`src/shared/pis_consts.svh`:
```
// Purpose: offsets, field positions, reset values and counts of the interrupt sources block
// Assumes: included by bare name by the package and by every design file
// Notes: definitions only
`ifndef PIS_CONSTS_SVH
`define PIS_CONSTS_SVH

// register byte offsets
`define PIS_OFF_CTRL 8'h00
`define PIS_OFF_ENABLE 8'h04
`define PIS_OFF_FLAG 8'h08
`define PIS_OFF_FLAG_SET 8'h0c
`define PIS_OFF_PSC 8'h10
`define PIS_OFF_TB0 8'h14
`define PIS_OFF_TB1 8'h18
`define PIS_OFF_STATUS 8'h1c

// flag and enable vector layout (same bit in both registers)
`define PIS_FLAG_W 20
`define PIS_FB_CONV 0
`define PIS_FB_SYNC 1
`define PIS_FB_SEC 2
`define PIS_FB_ASY0 3
`define PIS_FB_ASY1 4
`define PIS_FB_OV 5
`define PIS_FB_TB0 6
`define PIS_FB_TB1 7
`define PIS_FB_MF0 8
`define PIS_FB_MF1 9
`define PIS_FB_MF2 10
`define PIS_FB_MEM 11
`define PIS_FB_LV 12
`define PIS_FB_TM 16
`define PIS_NUM_VEC 11
`define PIS_FLAG_MASK 20'hf1fff

// control register fields
`define PIS_CTRL_GIE 0
`define PIS_TB_ON 7
`define PIS_TB_PER_W 3
`define PIS_TB_MASK 8'h87
`define PIS_PSC_MASK 8'h03

// prescaler source codes and time base exponent
`define PIS_PSC_SYS 2'h0
`define PIS_PSC_SYS4 2'h1
`define PIS_TB_BASE_EXP 5'h08

// reset values
`define PIS_RST_FLAGS 20'h00000
`define PIS_RST_ENABLES 20'h00000
`define PIS_RST_TB 8'h00
`define PIS_RST_PSC 2'h0

`endif

```
`src/shared/pis_pkg.sv`:
```
// Purpose: state types of the interrupt sources block
// Assumes: constants come from the guarded header
// Notes: one packed struct per module holds all its state
`include "pis_consts.svh"
package pis_pkg;

  // top level state
  typedef struct packed {
    logic gie;                            // global enable
    logic [`PIS_FLAG_W-1:0] flags;        // request flags
    logic [`PIS_FLAG_W-1:0] enables;      // per source enables
    logic [1:0] psc_sel;                  // prescaler source
    logic [7:0] tb_ctrl0;                 // time base 0 control
    logic [7:0] tb_ctrl1;                 // time base 1 control
    logic [1:0] async_prev;               // async condition history
    logic [1:0] async_req_n;              // async low request pulse
    logic [31:0] prdata;                  // apb read data
    logic pready;                         // apb ready
    logic pslverr;                        // apb error
    logic vec_req;                        // vector request to core
    logic [3:0] vec_id;                   // vector number
    logic wake;                           // wake pulse
  } pis_state_t;

  // prescaler state
  typedef struct packed {
    logic [1:0] div;                      // divide by four count
    logic tick;                           // prescaler clock enable
  } pis_psc_state_t;

  // time base state
  typedef struct packed {
    logic [15:0] cnt;                     // prescaler tick count
    logic ovf;                            // overflow pulse
  } pis_tb_state_t;

endpackage

```
`src/rtl/pis_top.sv`:
```
// Purpose: peripheral interrupt request flags, enables, vectoring and time bases
// Assumes: event inputs are one-cycle pulses synchronous to pclk; core acks a vector with a pulse
// Notes: registers on apb; vector number equals the flag bit index
// Summary of operation
// - write-done event sets memory write-done flag
// - write-done vectors via global, own, group enables
// - write-done service clears group flag and global
// - conversion flag vectors, service clears it, global
// - three groups: timers, write-done plus low-voltage
// - enabled member event sets its group flag
// - group service leaves member flags set
// - sync serial flag on byte, match, time-out
// - sync serial vectors when enabled, service clears
// - second serial flag per byte, service clears
// - async channel condition gives low request pulse
// - async service clears channel flag, not status
// - over-voltage flag, vector, service clears it
// - time-base overflow flags vector and clear
// - two-bit field selects prescaler source clock
// - no vector while call stack is full
// - time base on bit, period 2^8..2^15
// - any hardware-set flag rising wakes, regardless of enables
// - reti restores global enable, plain return not
//
// The address map and the APB interface to the registers were chosen for this implementation.
`timescale 1ns/1ns
`include "pis_consts.svh"
module pis_top #(
  parameter int ADDR_W = 8,
  parameter int NUM_TM = 4
) (
  input wire logic pclk,
  input wire logic presetn,
  input wire logic psel,
  input wire logic penable,
  input wire logic pwrite,
  input wire logic [ADDR_W-1:0] paddr,
  input wire logic [31:0] pwdata,
  input wire logic [3:0] pstrb,
  output logic [31:0] prdata,
  output logic pready,
  output logic pslverr,
  input wire logic ev_mem_write_done,
  input wire logic ev_conv_done,
  input wire logic ev_sync_byte,
  input wire logic ev_sync_addr_match,
  input wire logic ev_sync_timeout,
  input wire logic ev_second_serial,
  input wire logic [5:0] async0_cond,
  input wire logic [5:0] async1_cond,
  input wire logic ev_overvolt,
  input wire logic ev_low_volt,
  input wire logic [NUM_TM-1:0] tm_req,
  input wire logic sub_tick,
  input wire logic stack_full,
  input wire logic core_ack,
  input wire logic core_reti,
  output logic vec_req,
  output logic [3:0] vec_id,
  output logic wake
);

  pis_pkg::pis_state_t st; // registered state
  pis_pkg::pis_state_t nxt_st; // next state
  logic psc_tick; // prescaler enable
  logic [1:0] tb_ovf; // time base overflows
  logic [1:0] async_any; // any async condition per channel
  logic [`PIS_FLAG_W-1:0] hw_set; // hardware set events
  logic [`PIS_FLAG_W-1:0] sw_set; // software set
  logic [`PIS_FLAG_W-1:0] clr; // clears
  logic [`PIS_NUM_VEC-1:0] pend; // enabled pending vectors
  logic [3:0] pri_id; // winning vector
  logic acc; // apb access phase
  logic done; // apb completing edge
  logic wr; // write takes effect
  logic [31:0] wmask; // byte lane mask
  logic [31:0] rdata; // read mux
  logic rerr; // unmapped address
  logic [7:0] addr; // low address byte

  // prescaler source
  pis_prescaler u_psc (
    .pclk(pclk),
    .presetn(presetn),
    .sel(st.psc_sel),
    .sub_tick(sub_tick),
    .psc_tick(psc_tick)
  );

  // two time bases
  genvar gi;
  generate
    for (gi = 0; gi < 2; gi = gi + 1)
    begin : g_tb
      pis_timebase u_tb (
        .pclk(pclk),
        .presetn(presetn),
        .tb_on((gi == 0) ? st.tb_ctrl0[`PIS_TB_ON] : st.tb_ctrl1[`PIS_TB_ON]),
        .period((gi == 0) ? st.tb_ctrl0[`PIS_TB_PER_W-1:0] : st.tb_ctrl1[`PIS_TB_PER_W-1:0]),
        .psc_tick(psc_tick),
        .tb_ovf(tb_ovf[gi])
      );
    end
  endgenerate

  // async channel condition gathering
  assign async_any[0] = |async0_cond;
  assign async_any[1] = |async1_cond;

  // apb phase decode and byte lanes
  always_comb
  begin
    addr = 8'(paddr);
    acc = psel & penable;
    done = acc & st.pready;
    wr = done & pwrite;
    wmask = {{8{pstrb[3]}}, {8{pstrb[2]}}, {8{pstrb[1]}}, {8{pstrb[0]}}};
  end

  // read mux with unmapped decode
  always_comb
  begin
    rdata = 32'h00000000;
    rerr = 1'b0;
    case (addr)
      `PIS_OFF_CTRL: rdata = {31'h00000000, st.gie};
      `PIS_OFF_ENABLE: rdata = {12'h000, st.enables};
      `PIS_OFF_FLAG: rdata = {12'h000, st.flags};
      `PIS_OFF_FLAG_SET: rdata = {12'h000, st.flags};
      `PIS_OFF_PSC: rdata = {30'h00000000, st.psc_sel};
      `PIS_OFF_TB0: rdata = {24'h000000, st.tb_ctrl0};
      `PIS_OFF_TB1: rdata = {24'h000000, st.tb_ctrl1};
      `PIS_OFF_STATUS: rdata = {26'h0000000, stack_full, st.vec_req, st.vec_id};
      default: rerr = 1'b1; // unmapped
    endcase
  end

  // hardware flag set events
  always_comb
  begin
    hw_set = '0;
    hw_set[`PIS_FB_CONV] = ev_conv_done;
    hw_set[`PIS_FB_SYNC] = ev_sync_byte | ev_sync_addr_match | ev_sync_timeout;
    hw_set[`PIS_FB_SEC] = ev_second_serial;
    hw_set[`PIS_FB_ASY0] = ~st.async_req_n[0];
    hw_set[`PIS_FB_ASY1] = ~st.async_req_n[1];
    hw_set[`PIS_FB_OV] = ev_overvolt;
    hw_set[`PIS_FB_TB0] = tb_ovf[0];
    hw_set[`PIS_FB_TB1] = tb_ovf[1];
    hw_set[`PIS_FB_MEM] = ev_mem_write_done;
    hw_set[`PIS_FB_LV] = ev_low_volt;
    hw_set[`PIS_FB_TM +: NUM_TM] = tm_req;
    // group flags follow enabled member events
    hw_set[`PIS_FB_MF0] = |(tm_req[1:0] & st.enables[`PIS_FB_TM +: 2]);
    hw_set[`PIS_FB_MF1] = |(tm_req[3:2] & st.enables[`PIS_FB_TM + 2 +: 2]);
    hw_set[`PIS_FB_MF2] = (ev_mem_write_done & st.enables[`PIS_FB_MEM])
                        | (ev_low_volt & st.enables[`PIS_FB_LV]);
  end

  // enabled pending sources and fixed priority pick
  always_comb
  begin
    pend = st.flags[`PIS_NUM_VEC-1:0] & st.enables[`PIS_NUM_VEC-1:0];
    pri_id = 4'h0;
    for (int i = `PIS_NUM_VEC - 1; i >= 0; i--)
    begin
      if (pend[i])
      begin
        pri_id = 4'(i); // lowest index wins
      end
    end
  end

  // software set and clear of flags
  always_comb
  begin
    sw_set = '0;
    clr = '0;
    if (wr && addr == `PIS_OFF_FLAG)
    begin
      clr = pwdata[`PIS_FLAG_W-1:0] & wmask[`PIS_FLAG_W-1:0]; // write one to clear
    end
    if (wr && addr == `PIS_OFF_FLAG_SET)
    begin
      sw_set = pwdata[`PIS_FLAG_W-1:0] & wmask[`PIS_FLAG_W-1:0]; // write one to set
    end
    if (st.vec_req && core_ack)
    begin
      // only the serviced vector flag; group members stay set
      clr[st.vec_id] = 1'b1;
    end
  end

  // next state
  always_comb
  begin
    nxt_st = st;
    // flags: set wins over clear
    nxt_st.flags = ((st.flags & ~clr) | hw_set | sw_set) & `PIS_FLAG_MASK;
    // wake on any hardware-set flag rising, enables ignored
    nxt_st.wake = |(hw_set & ~st.flags & `PIS_FLAG_MASK);
    // async low request pulse on rise of the OR of the channel's conditions
    nxt_st.async_prev = async_any;
    nxt_st.async_req_n = ~(async_any & ~st.async_prev);
    // apb ready one cycle into access, then drop
    nxt_st.pready = acc & ~st.pready;
    if (acc && !st.pready)
    begin
      nxt_st.prdata = pwrite ? 32'h00000000 : rdata;
      nxt_st.pslverr = rerr;
    end
    else
    begin
      nxt_st.pslverr = 1'b0;
    end
    // register writes
    if (wr && addr == `PIS_OFF_ENABLE)
    begin
      nxt_st.enables = ((st.enables & ~wmask[`PIS_FLAG_W-1:0])
                     | (pwdata[`PIS_FLAG_W-1:0] & wmask[`PIS_FLAG_W-1:0])) & `PIS_FLAG_MASK;
    end
    if (wr && addr == `PIS_OFF_PSC && pstrb[0])
    begin
      nxt_st.psc_sel = pwdata[1:0];
    end
    if (wr && addr == `PIS_OFF_TB0 && pstrb[0])
    begin
      nxt_st.tb_ctrl0 = pwdata[7:0] & `PIS_TB_MASK;
    end
    if (wr && addr == `PIS_OFF_TB1 && pstrb[0])
    begin
      nxt_st.tb_ctrl1 = pwdata[7:0] & `PIS_TB_MASK;
    end
    // global enable: service clears, reti sets, software writes
    if (st.vec_req && core_ack)
    begin
      nxt_st.gie = 1'b0;
    end
    else if (core_reti)
    begin
      nxt_st.gie = 1'b1; // plain return has no effect
    end
    else if (wr && addr == `PIS_OFF_CTRL && pstrb[0])
    begin
      nxt_st.gie = pwdata[`PIS_CTRL_GIE];
    end
    // vector request, held off while stack is full
    if (st.vec_req && core_ack)
    begin
      nxt_st.vec_req = 1'b0;
    end
    else
    begin
      nxt_st.vec_req = st.gie & (|pend) & ~stack_full;
      nxt_st.vec_id = pri_id;
    end
  end

  // state register
  always_ff @(posedge pclk or negedge presetn)
  begin
    if (!presetn)
    begin
      st <= '0;
      st.flags <= `PIS_RST_FLAGS;
      st.enables <= `PIS_RST_ENABLES;
      st.tb_ctrl0 <= `PIS_RST_TB;
      st.tb_ctrl1 <= `PIS_RST_TB;
      st.psc_sel <= `PIS_RST_PSC;
      st.async_req_n <= 2'h3;
    end
    else
    begin
      st <= nxt_st;
    end
  end

  // outputs straight from the state register
  assign prdata = st.prdata;
  assign pready = st.pready;
  assign pslverr = st.pslverr;
  assign vec_req = st.vec_req;
  assign vec_id = st.vec_id;
  assign wake = st.wake;

endmodule

```
`src/rtl/pis_prescaler.sv`:
```
// Purpose: time base prescaler clock enable from a selectable source
// Assumes: sub_tick is a one-cycle enable of the low speed sub clock
// Notes: output is a one-cycle enable pulse on pclk
`timescale 1ns/1ns
`include "pis_consts.svh"
module pis_prescaler (
  input wire logic pclk,
  input wire logic presetn,
  input wire logic [1:0] sel,
  input wire logic sub_tick,
  output logic psc_tick
);

  pis_pkg::pis_psc_state_t st; // registered state
  pis_pkg::pis_psc_state_t nxt_st; // next state

  // source select
  always_comb
  begin
    nxt_st = st;
    nxt_st.div = st.div + 2'h1;
    if (sel == `PIS_PSC_SYS)
    begin
      nxt_st.tick = 1'b1; // every system clock
    end
    else if (sel == `PIS_PSC_SYS4)
    begin
      nxt_st.tick = (st.div == 2'h3); // one in four
    end
    else
    begin
      nxt_st.tick = sub_tick; // sub clock
    end
  end

  // state register
  always_ff @(posedge pclk or negedge presetn)
  begin
    if (!presetn)
    begin
      st <= '0;
    end
    else
    begin
      st <= nxt_st;
    end
  end

  assign psc_tick = st.tick;

endmodule

```
`src/rtl/pis_timebase.sv`:
```
// Purpose: one time base divider with on bit and period select
// Assumes: psc_tick is a one-cycle prescaler enable
// Notes: period is 2^(8+code) prescaler ticks; off holds the count at zero
`timescale 1ns/1ns
`include "pis_consts.svh"
module pis_timebase (
  input wire logic pclk,
  input wire logic presetn,
  input wire logic tb_on,
  input wire logic [`PIS_TB_PER_W-1:0] period,
  input wire logic psc_tick,
  output logic tb_ovf
);

  pis_pkg::pis_tb_state_t st; // registered state
  pis_pkg::pis_tb_state_t nxt_st; // next state
  logic [4:0] exp_sel; // time-out exponent
  logic [15:0] term; // last count before overflow

  // divider and overflow pulse
  always_comb
  begin
    exp_sel = `PIS_TB_BASE_EXP + {2'h0, period};
    term = (16'h0001 << exp_sel[3:0]) - 16'h0001;
    nxt_st = st;
    nxt_st.ovf = 1'b0;
    if (!tb_on)
    begin
      nxt_st.cnt = 16'h0000; // stopped
    end
    else if (psc_tick)
    begin
      if (st.cnt >= term)
      begin
        nxt_st.cnt = 16'h0000;
        nxt_st.ovf = 1'b1; // time-out reached
      end
      else
      begin
        nxt_st.cnt = st.cnt + 16'h0001;
      end
    end
  end

  // state register
  always_ff @(posedge pclk or negedge presetn)
  begin
    if (!presetn)
    begin
      st <= '0;
    end
    else
    begin
      st <= nxt_st;
    end
  end

  assign tb_ovf = st.ovf;

endmodule

```
`config.mk`:
```
export PLATFORM = sky130hd
export DESIGN_NAME = pis_top
export DESIGN_NICKNAME = d
export VERILOG_FILES = /design/src/shared/pis_pkg.sv /design/src/rtl/pis_top.sv /design/src/rtl/pis_prescaler.sv /design/src/rtl/pis_timebase.sv
export VERILOG_INCLUDE_DIRS = /design/src /design/src/shared
export SDC_FILE = /design/constraint.sdc
export NUM_CORES = 1
export LEC_CHECK = 0
export BUFFER_PORTS_ARGS = -buffer_cell sky130_fd_sc_hd__buf_2
export CELL_PAD_IN_SITES_DETAIL_PLACEMENT = 0
export CELL_PAD_IN_SITES_GLOBAL_PLACEMENT = 2
export CORE_ASPECT_RATIO = 1.75
export CORE_MARGIN = 4
export CORE_UTILIZATION = 35
export CTS_BUF_LIST = sky130_fd_sc_hd__clkbuf_4 sky130_fd_sc_hd__clkbuf_8
export CTS_CLUSTER_SIZE = 25
export DETAILED_ROUTE_END_ITERATION = 10
export HOLD_SLACK_MARGIN = 0.1
export PLACE_DENSITY = 0.93
export REMOVE_ABC_BUFFERS = 1
export SYNTH_ARGS = -nofsm -noshare
export SYNTH_HDL_FRONTEND = slang
export SYNTH_SLANG_ARGS = --single-unit
```
`constraint.sdc`:
```
create_clock -name pclk -period 2.92 [get_ports pclk]
set_input_delay 0.584 -clock pclk [delete_from_list [all_inputs] [get_ports pclk]]
set_output_delay 0.584 -clock pclk [all_outputs]
set_load 0.005 [all_outputs]
```
==> results of run 1 <==
per-layer routing:
| metal | vias up | part of all wire, % | track usage [%] |
|---|---|---|---|
| li1 | 2536 | - | - |
| met1 | 2567 | 39 | 19.5 |
| met2 | 121 | 53 | 32.1 |
| met3 | 44 | 3.4 | 2.78 |
| met4 | 0 | 4.4 | 8.30 |
| met5 | - | 0 | 0 |
layout by cell type (no fill, tap or decap), types with 13 or more instances in the layout:
| cell type | count |
|---|---|
| nor2_1 | 21 |
| ha_1 | 19 |
| conb_1 | 17 |
| mux2_2 | 17 |
| a31oi_1 | 21 |
| o21ai_0 | 43 |
| a22oi_1 | 15 |
| buf_4 | 13 |
| nand2_1 | 75 |
| nand2b_1 | 16 |
| nand3_1 | 30 |
| a21oi_1 | 39 |
| inv_1 | 26 |
| dfrtp_1 | 109 |
| buf_2 | 84 |
power breakdown:
part	switching (mW)	internal, mW	leakage, nW
Clock	0.583	0.327	0.0934
Combinational	0.108	0.0552	1.59
Sequential	0.00648	1.54	1.45
path summary, 6_finish.rpt:
path	from	endpoint	slack, ns	cells after the start
hold / removal	presetn	st[43]	0.25	1
setup / recovery	st[54]	g_tb[0].u_tb.st[3]	0.56	8
min in group pclk	stack_full	vec_req	0.39	2
max in group asynchronous	presetn	g_tb[1].u_tb.st[14]	1.91	2
setup reg to reg	st[54]	g_tb[0].u_tb.st[3]	0.56	8
hold reg to reg	u_psc.st[1]	u_psc.st[1]	0.44	1
cell families after synthesis:
group / count (synthesis)
flip-flops: 111
AO/OA/AOI/OAI: 187
buffers and inverters: 90
other: 2
adder cells (fa/ha/maj): 19
multiplexers: 33
AND/OR/NAND/NOR: 227
metrics by stage:
stage          area (sq um)  power [mW]  hold WS, ns
5_1_grt                7120        2.74        0.301
3_3_place_gp           6940        1.74        0.412
2_1_floorplan          6080        1.61        0.288
4_1_cts                7120        2.66        0.258
6_report               7120        2.62        0.245
3_5_place_dp           6940        1.74        0.421
layout make-up:
class	instances	share of cell area, %
Clock inverter	7	0.896
Sequential cell	111	39.0
Inverter	27	1.42
Multi-Input combinational cell	483	45.0
Timing Repair Buffer	99	7.83
Tap cell	234	4.11
Clock buffer	9	1.74
==> run summary, run 1 <==
status - finished clean
Max-Cap Viols - 0
Max Clock Skew - 0.0215 ns
drt via density - 5.43
via count - 5,268
fraction of synthesized area in multiplexers - 5.93%
cts bufs inserted - 9
Synth async-reset ratio - 100%
#FFs+latches synth - 111
Synth area leaders - dfrtp_1 42%, buf_4 4.9%, nand2_1 4.4%
Simple-Gate Fraction of Synth Area - 19.7%
Crit path max-delay family - compound AO/OA/AOI/OAI gates
Final setup viols - 0
Synth top cells by count - 109 x dfrtp_1, 75 x nand2_1, 43 x o21ai_0, 42 x buf_4, 39 x a21oi_1
Worst Path Required - 3.25 ns
Compound-Gate Fraction of Synth Area - 19.4%
final max-slew violation count - 0
# nets final - 827
fill count - 1,850
clock transition at the registers of the reported paths - 0.12 ns
Seq/Total Area, Yosys - 43.1%
vias in the first global route - 5,350
post-synthesis cell count - 669
Die Ht - 188 microns
Routed WL - 18,100 microns
H-Tree Level Count - 3
Area Overhead vs Synth - 10.4%
Initial DRC Count - 272
main combinational cell family by area after synthesis - simple AND/OR/NAND/NOR gates
DRT Pass-1 Iters - 5
WL/cell - 18.7 microns
Final Hold Viols - 0
GPL Wtd Cong - 0.892
Post-Syn Area per Cell - 9.64 sq um
Worst Max-Slew Pin Slew - 0.739 ns
CP max-delay cell - dfrtp_1
Final Non-Filler Cells - 970
# resized after CTS - 0
CP Capture Type - flop
root buf cell - clkbuf_8
fin worst setup slack - 0.561 ns
crit start category - flop
DRC Markers - 0
ant diodes - 0
initial antenna violation count - 0
Rel. slew slack - 50.7%
most common cell in the synthesized netlist - dfrtp_1
initial core utilization - 35.7%
Final Critical Period - 2.36 ns
Peak Freq - 0.424 GHz
Crit path top cell by count - a211oi_2
min-delay worst type - in2async
antenna viol nets, final - 0
GRT Util Overall - 17.5%
largest net degree at the start of global routing - 55
RSZ-0062 raised after global routing - false
Yosys top cell by area - dfrtp_1
CP Class - reg2reg
Synth Area in Adders - 3.69%
gr ovfl total - 0
CP max FO - 29
Max VDD drop - 0.193 mV
static leakage - 3.14 nW
CTS tree - yes
Tcrit/Tclk final - 80.8%
PortBufs - 85
top cell type's share of synthesized area - 42.3%
Inst Count DP - 954
first-pass GRT wire length - 28,900 microns
later-pin clock latency in the skew report - 0.40 ns
xor/xnor share of the synthesized area - 0%
cts hold-fix bufs - 0
predominant post-synthesis flop cell - dfrtp_1
Arrival @ worst endpoint - 2.69 ns
Largest stage delay, worst path - 0.54 ns
num rows - 65
synth warn - 0
CP cell instances - nand2_1 > ha_1 > a211oi_2 > o2111ai_1 > a211oi_2 > buf_12 > or2b_1 > a31oi_1
Top Ports - 117
share of layout cells above drive strength 1 - 21.5%
Die Width - 111 microns
Multi-input gate area - 3200 sq um
EDFF count, synth - 0
CTS Buffer Depth - 2
post-layout util - 39.5%
Crit path buffers/inverters - 1
pre-CTS setup slack - 0.556 ns
Final TNS setup - 0 ns
Unique masters post-synth - 70
Core ar. - 18,100 sq um
register area - 2780 sq um
hpwl dp - 14,100 microns
cell area after synthesis - 6450 sq um
CTS sink count - 111
die area - 20,800 sq um
setup repair bufs after CTS - 0
Pwr per Cell Area - 368 nW/um^2
(Power assumes the default switching activity.)
==> run 2, diff against run 1 <==
--- a/config.mk
+++ b/config.mk
@@ -6,17 +6,18 @@
 export SDC_FILE = /design/constraint.sdc
 export NUM_CORES = 1
 export LEC_CHECK = 0
+export ABC_AREA = 1
 export BUFFER_PORTS_ARGS = -buffer_cell sky130_fd_sc_hd__buf_2
 export CELL_PAD_IN_SITES_DETAIL_PLACEMENT = 0
 export CELL_PAD_IN_SITES_GLOBAL_PLACEMENT = 2
 export CORE_ASPECT_RATIO = 1.75
 export CORE_MARGIN = 4
-export CORE_UTILIZATION = 35
+export CORE_UTILIZATION = 30
 export CTS_BUF_LIST = sky130_fd_sc_hd__clkbuf_4 sky130_fd_sc_hd__clkbuf_8
 export CTS_CLUSTER_SIZE = 25
 export DETAILED_ROUTE_END_ITERATION = 10
 export HOLD_SLACK_MARGIN = 0.1
-export PLACE_DENSITY = 0.93
+export PLACE_DENSITY = 0.91
 export REMOVE_ABC_BUFFERS = 1
 export SYNTH_ARGS = -nofsm -noshare
 export SYNTH_HDL_FRONTEND = slang
==> constraint.sdc (replaced) <==
create_clock -name pclk -period 2 [get_ports pclk]
set_input_delay 0.4 -clock pclk [delete_from_list [all_inputs] [get_ports pclk]]
set_output_delay 0.4 -clock pclk [all_outputs]
set_load 0.005 [all_outputs]
==> run 2 against run 1 <==
Net effect:
- global-route usage down 1.3 points
- wire length up 5.9%
- area after synthesis up 1.5%
- final area up 5.7%
- non-clock buffer count up 18
- combinational power up 130%
- setup slack worse by 0.40 ns
- largest power group unchanged
- highest routed layer unchanged
==> run summary, run 2 <==
WL/cell - 15.3 microns (-18%)
final max-slew violation count - 0 (unchanged)
min-delay worst type - in2reg
GRT Util Overall - 16.2% (-1.3 points)
predominant post-synthesis flop cell - dfrtp_1
H-Tree Level Count - 3 (unchanged)
CTS sink count - 111 (unchanged)
root buf cell - clkbuf_8
Final Hold Viols - 0 (unchanged)
Tcrit/Tclk final - 92.1% (+11 points)
ant diodes - 0 (unchanged)
EDFF count, synth - 0 (unchanged)
Final TNS setup - 0 ns (unchanged)
Top Ports - 117 (unchanged)
status - finished clean
initial core utilization - 30.5% (-5.3 points)
cell area after synthesis - 6550 sq um (+1.5%)
Initial DRC Count - 306 (+13%)
GPL Wtd Cong - 0.860 (-3.6%)
Die Width - 120 microns (+8.2%)
via count - 5,880 (+12%)
Multi-input gate area - 3130 sq um (-2.3%)
drt via density - 4.70 (-14%)
post-layout power - 4.06 mW (+55%)
antenna viol nets, final - 0 (unchanged)
cts bufs inserted - 9 (unchanged)
static leakage - 3.70 nW (+18%)
CTS Buffer Depth - 2 (unchanged)
Max Clock Skew - 0.0118 ns (-0.00962 ns)
Post-Syn Area per Cell - 7.56 sq um (-22%)
commonest non-fill, non-tap cells in the layout - 275 x nand2_1, 109 x dfrtp_1, 87 x inv_1
Core ar. - 21,500 sq um (+19%)
first-pass GRT wire length - 31,300 microns (+8.3%)
PortBufs - 85 (unchanged)
CP max FO - 9 (-69%)
Max-Cap Viols - 0 (unchanged)
fill count - 2,397 (+30%)
Rel. slew slack - 61.1% (+10 points)
Area Overhead vs Synth - 15.0%
clock transition at the registers of the reported paths - 0.10 ns (-0.02 ns)
Die Ht - 203 microns (+8.5%)
crit start category - flop
largest net degree at the start of global routing - 38 (-31%)
num rows - 71 (+9.2%)
later-pin clock latency in the skew report - 0.39 ns (about the same)
Peak Freq - 0.543 GHz (+28%)
post-synthesis cell count - 866 (+29%)
Yosys top cell by area - dfrtp_1
Synth async-reset ratio - 100% (unchanged)
die area - 24,400 sq um (+17%)
DRT Pass-1 Iters - 4 (-1)
most common cell after layout, fill and taps aside - nand2_1
Synth area leaders - dfrtp_1 42%, nand2_1 16%, o21ai_0 5.0%
Pwr per Cell Area - 539 nW/um^2 (+46%)
post-layout util - 35.0% (-4.4 points)
Routed WL - 19,200 microns (+5.9%)
Arrival @ worst endpoint - 2.17 ns (-0.52 ns)
top cell type's share of synthesized area - 41.6% (-0.64 points)
setup repair bufs after CTS - 0 (unchanged)
synth warn - 0 (unchanged)
register area - 2780 sq um (unchanged)
hpwl dp - 15,200 microns (+7.4%)
most common cell in the synthesized netlist - nand2_1
Unique masters post-synth - 43 (-39%)
CTS tree - yes
vias in the first global route - 6,020 (+13%)
Seq/Total Area, Yosys - 42.4% (-0.65 points)
share of layout cells above drive strength 1 - 17.4% (-4.1 points)
RSZ-0062 raised after global routing - false
DRC Markers - 0 (unchanged)
Worst Max-Slew Pin Slew - 0.584 ns (-0.155 ns)
Final Critical Period - 1.84 ns (-0.517 ns)
Worst Path Required - 2.33 ns (-0.92 ns)
initial antenna violation count - 0 (unchanged)
Synth top cells by count - 276 x nand2_1, 109 x dfrtp_1, 87 x inv_1, 66 x o21ai_0, 63 x nor2_1
CP Capture Type - flop
Final setup viols - 0 (unchanged)
#FFs+latches synth - 111 (unchanged)
CP Class - reg2reg
gr ovfl total - 0 (unchanged)
Max VDD drop - 0.369 mV (+91%)
# nets final - 1,051 (+27%)
[run 2: cell types whose count changed in the layout (fill, tap and decap cells not counted), sizes merged, moves of 25 or more]
cell,delta
nand2,+206
mux2,-30
a21oi,-26
o21ai,+25
nor2,+49
inv,+62
[run 2: critical path: stages, from the launching register on]
cell,delay [ns]
dfrtp_1,0.55
nand2_1,0.10
ha_1,0.30
a21oi_1,0.15
o21a_1,0.19
nand3_1,0.12
nor2_2,0.19
nand3_1,0.10
nand2_1,0.08
[run 2: metal layers]
metal  track usage, %  wire length [microns]  vias to the layer above
li1                 -                      -                     2935
met1             19.0                   7770                     2762
met2             29.2                  10000                      145
met3             2.00                    698                       38
met4             7.50                    699                        0
met5                0                      0                        -
[run 2: cell families after synthesis]
group / Yosys count / synth area share [%]
buffers and inverters: 147 / 11.0
and+or+nand+nor: 434 / 28.2
DFF: 111 / 42.4
other: 2 / 0.115
adders and majority gates: 19 / 3.63
AOI/OAI and AO/OA: 131 / 11.6
xor gates and xnor gates: 22 / 2.94
[run 2: cell type report]
type | count | share of cell area [%]
Clock buffer | 14 | 2.39
Multi-Input combinational cell | 623 | 41.6
Sequential cell | 111 | 36.9
Clock inverter | 2 | 0.183
Tap cell | 292 | 4.85
Timing Repair Buffer | 117 | 9.45
Inverter | 93 | 4.64
[run 2: worst paths after layout]
| check | startpoint | to | slack [ns] | depth (start not counted) |
|---|---|---|---|---|
| worst max-delay path | st[46] | g_tb[1].u_tb.st[13] | 0.16 | 8 |
| worst min-delay path | async0_cond[4] | st[42] | 0.23 | 3 |
| worst max register to register | st[46] | g_tb[1].u_tb.st[13] | 0.16 | 8 |
| worst min register to register | u_psc.st[1] | u_psc.st[1] | 0.44 | 1 |
| max in group asynchronous | presetn | st[92] | 0.86 | 3 |
| min in group asynchronous | presetn | g_tb[0].u_tb.st[16] | 0.55 | 2 |
[run 2: power by group]
group,switching [mW],internal [mW]
Sequential,0.0366,2.27
Clock,0.783,0.587
Combinational,0.246,0.129
[run 2: what timing repair did]
item,4_1_cts,5_1_grt
hold buffers,1,0
resized for setup,1,10
endpoints found under the setup margin,4,16
pin swaps,0,2
hold endpoints to repair,31,0
gates cloned,0,0
[run 2: stage by stage]
step	hold slack [ns]	std cells	setup slack [ns]	cell area [sq um]
after global placement	0.413	1235	0.0868	7300
after floorplan	0.104	827	0.140	6230
after global routing	0.240	1252	0.00207	7530
after detailed placement	0.422	1235	0.0280	7300
final	0.234	1252	0.158	7530
after CTS	0.218	1252	0.0524	7500
==> run 3, diff against run 2 <==
--- a/config.mk
+++ b/config.mk
@@ -12,12 +12,12 @@
 export CELL_PAD_IN_SITES_GLOBAL_PLACEMENT = 2
 export CORE_ASPECT_RATIO = 1.75
 export CORE_MARGIN = 4
-export CORE_UTILIZATION = 30
+export CORE_UTILIZATION = 33
 export CTS_BUF_LIST = sky130_fd_sc_hd__clkbuf_4 sky130_fd_sc_hd__clkbuf_8
 export CTS_CLUSTER_SIZE = 25
 export DETAILED_ROUTE_END_ITERATION = 10
 export HOLD_SLACK_MARGIN = 0.1
-export PLACE_DENSITY = 0.91
+export PLACE_DENSITY = 0.94
 export REMOVE_ABC_BUFFERS = 1
 export SYNTH_ARGS = -nofsm -noshare
 export SYNTH_HDL_FRONTEND = slang
==> constraint.sdc (replaced) <==
create_clock -name pclk -period 1.92 [get_ports pclk]
set_input_delay 0.384 -clock pclk [delete_from_list [all_inputs] [get_ports pclk]]
set_output_delay 0.384 -clock pclk [all_outputs]
set_load 0.005 [all_outputs]
==> run 3 against run 2 <==
Net effect:
- setup slack lost 0.13 ns
- worst hold slack lost 0.041 ns
- wire length shrank 2.5%
- final cell count shrank 3.6%
- sequential power grew 4%
- sequential cell count is the same
- total power grew 7.4%
- highest routed layer unchanged
==> run summary, run 3 (synthesis gave the netlist of run 2 again) <==
WL/cell - 15.5 microns (+1.1%)
largest net degree at the start of global routing - 49 (+29%)
num rows - 67 (-5.6%)
CTS tree - yes
# nets final - 1,057 (+0.57%)
CP cell instances - buf_6 > inv_2 > o21bai_1 > ha_1 > a21oi_2 > nor2_1 > nor2_2 > nand4_4 > buf_6 > o21ai_0
via count - 5,897 (+0.29%)
initial core utilization - 33.8% (+3.4 points)
cell area after layout - 7620 sq um (+1.1%)
Inst Count DP - 1,188 (-3.8%)
CP max-delay cell - dfrtp_1
Die Width - 115 microns (-4.3%)
GPL Wtd Cong - 0.860 (about the same)
later-pin clock latency in the skew report - 0.41 ns (+0.02 ns)
antenna viol nets, final - 0 (unchanged)
Initial DRC Count - 356 (+16%)
fin worst setup slack - 0.0306 ns (-0.127 ns)
Max-Cap Viols - 0 (unchanged)
Multi-input gate area - 3190 sq um (+1.9%)
Arrival @ worst endpoint - 2.21 ns (+0.04 ns)
static leakage - 3.77 nW (+1.8%)
Final Hold Viols - 0 (unchanged)
min-delay worst type - in2reg
Area Overhead vs Synth - 16.3%
initial antenna violation count - 0 (unchanged)
Final setup viols - 0 (unchanged)
most common cell after layout, fill and taps aside - nand2_1
DRT Pass-1 Iters - 5 (+1)
Largest stage delay, worst path - 0.42 ns (-0.13 ns)
CTS sink count - 111 (unchanged)
register area - 2780 sq um (about the same)
Final Critical Period - 1.89 ns (+0.0471 ns)
Peak Freq - 0.529 GHz (-2.5%)
ant diodes - 0 (unchanged)
hpwl dp - 14,700 microns (-3.5%)
CP Class - reg2reg
Max VDD drop - 0.415 mV (+12%)
Routed WL - 18,700 microns (-2.5%)
DRC Markers - 0 (unchanged)
cts bufs inserted - 9 (unchanged)
crit start category - flop
status - finished clean
share of layout cells above drive strength 1 - 19.7% (+2.3 points)
fill count - 2,050 (-14%)
PortBufs - 85 (unchanged)
pre-CTS setup slack - -0.0176 ns (-0.0457 ns)
H-Tree Level Count - 3 (unchanged)
CP max FO - 10 (+1)
clock transition at the registers of the reported paths - 0.11 ns (about the same)
CTS Buffer Depth - 2 (unchanged)
GRT Util Overall - 17.5% (+1.3 points)
Die Ht - 194 microns (-4.5%)
Core ar. - 19,400 sq um (-9.9%)
CP Capture Type - flop
Pwr per Cell Area - 572 nW/um^2 (+6.2%)
Post-DP Area - 7260 sq um (-0.46%)
Worst Path Required - 2.24 ns (-0.09 ns)
RSZ-0062 raised after global routing - true
Tcrit/Tclk final - 98.4% (+6.3 points)
Max Clock Skew - 0.0164 ns (+0.00451 ns)
vias in the first global route - 5,978 (-0.70%)
Crit path top cell by count - buf_6
gr ovfl total - 0 (unchanged)
first-pass GRT wire length - 30,600 microns (-2.2%)
commonest non-fill, non-tap cells in the layout - 271 x nand2_1, 108 x dfrtp_1, 84 x inv_1, 84 x buf_2, 60 x nor2_1
root buf cell - clkbuf_8
Final Non-Filler Cells - 1,207 (-3.6%)
final max-slew violation count - 0 (unchanged)
die area - 22,300 sq um (-8.6%)
drt via density - 4.89 (+4.0%)
post-layout power - 4.36 mW (+7.4%)
Top Ports - 117 (unchanged)
-- run 3: cell types whose count changed in the layout (fill, tap and decap cells not counted), moves of 3 or more --
cell / change
inv_6: +3
inv_1: -3
o21ai_0: -7
o21ai_1: +5
nand2_1: -4
buf_6: +6
nand2_2: +4
nand3_2: +4
nand3_1: -4
-- run 3: worst paths after layout --
path	depth (start not counted)	end	start	slack, ns
worst min-delay path	3	st[43]	async1_cond[0]	0.19
worst max register to register	10	g_tb[0].u_tb.st[8]	st[52]	0.03
min in group asynchronous	2	st[61]	presetn	0.43
max in group asynchronous	3	st[102]	presetn	0.91
worst max-delay path	10	g_tb[0].u_tb.st[8]	st[52]	0.03
worst min register to register	2	st[41]	st[43]	0.44
-- run 3: layer usage --
| layer | GRT usage, % | routed length [microns] |
|---|---|---|
| met1 | 20.8 | 7460 |
| met2 | 30.8 | 10000 |
| met3 | 2.40 | 670 |
| met4 | 7.53 | 575 |
| met5 | 0 | 0 |
-- run 3: layout make-up --
type                       count  area share (%)
clock inverter                 5           0.805
sequential                   111            36.5
multi-input combinational    623            41.9
clock buffer                  11            1.99
timing repair buffer         123            10.2
tap                          241            3.96
inverter                      93            4.62
-- run 3: worst max-delay path: cells and delay by family, from the launching register on --
family | cells | cell delay [ns]
AO/OA/AOI/OAI | 3 | 0.35
adder cells (fa/ha/maj) | 1 | 0.33
buffers and inverters | 3 | 0.35
flip-flops | 1 | 0.42
AND/OR/NAND/NOR | 3 | 0.36
-- run 3: report_power, final --
group	leakage (nW)	internal (mW)	switching (mW)
registers	1.42	2.37	0.0373
clock network	0.111	0.688	0.876
logic	2.24	0.133	0.253
total	3.77	3.19	1.17
-- run 3: metrics by stage --
stage	TNS, ns	hold slack [ns]	util, %
detailed placement	-0.0401	0.326	37.5
CTS	0	0.168	38.7
finish	0	0.193	39.3
floorplan	0	0.0884	-
global route	-1.12	0.185	39.3
global placement	0	0.324	37.5
-- run 3: timing repair --
action | 4_1_cts | 5_1_grt
hold buffers | 1 | 0
endpoints found under the hold margin | 21 | 0
pin swaps | 0 | 12
setup endpoints to repair | 9 | 32
gates resized for setup | 2 | 42
buffers inserted | 0 | 2
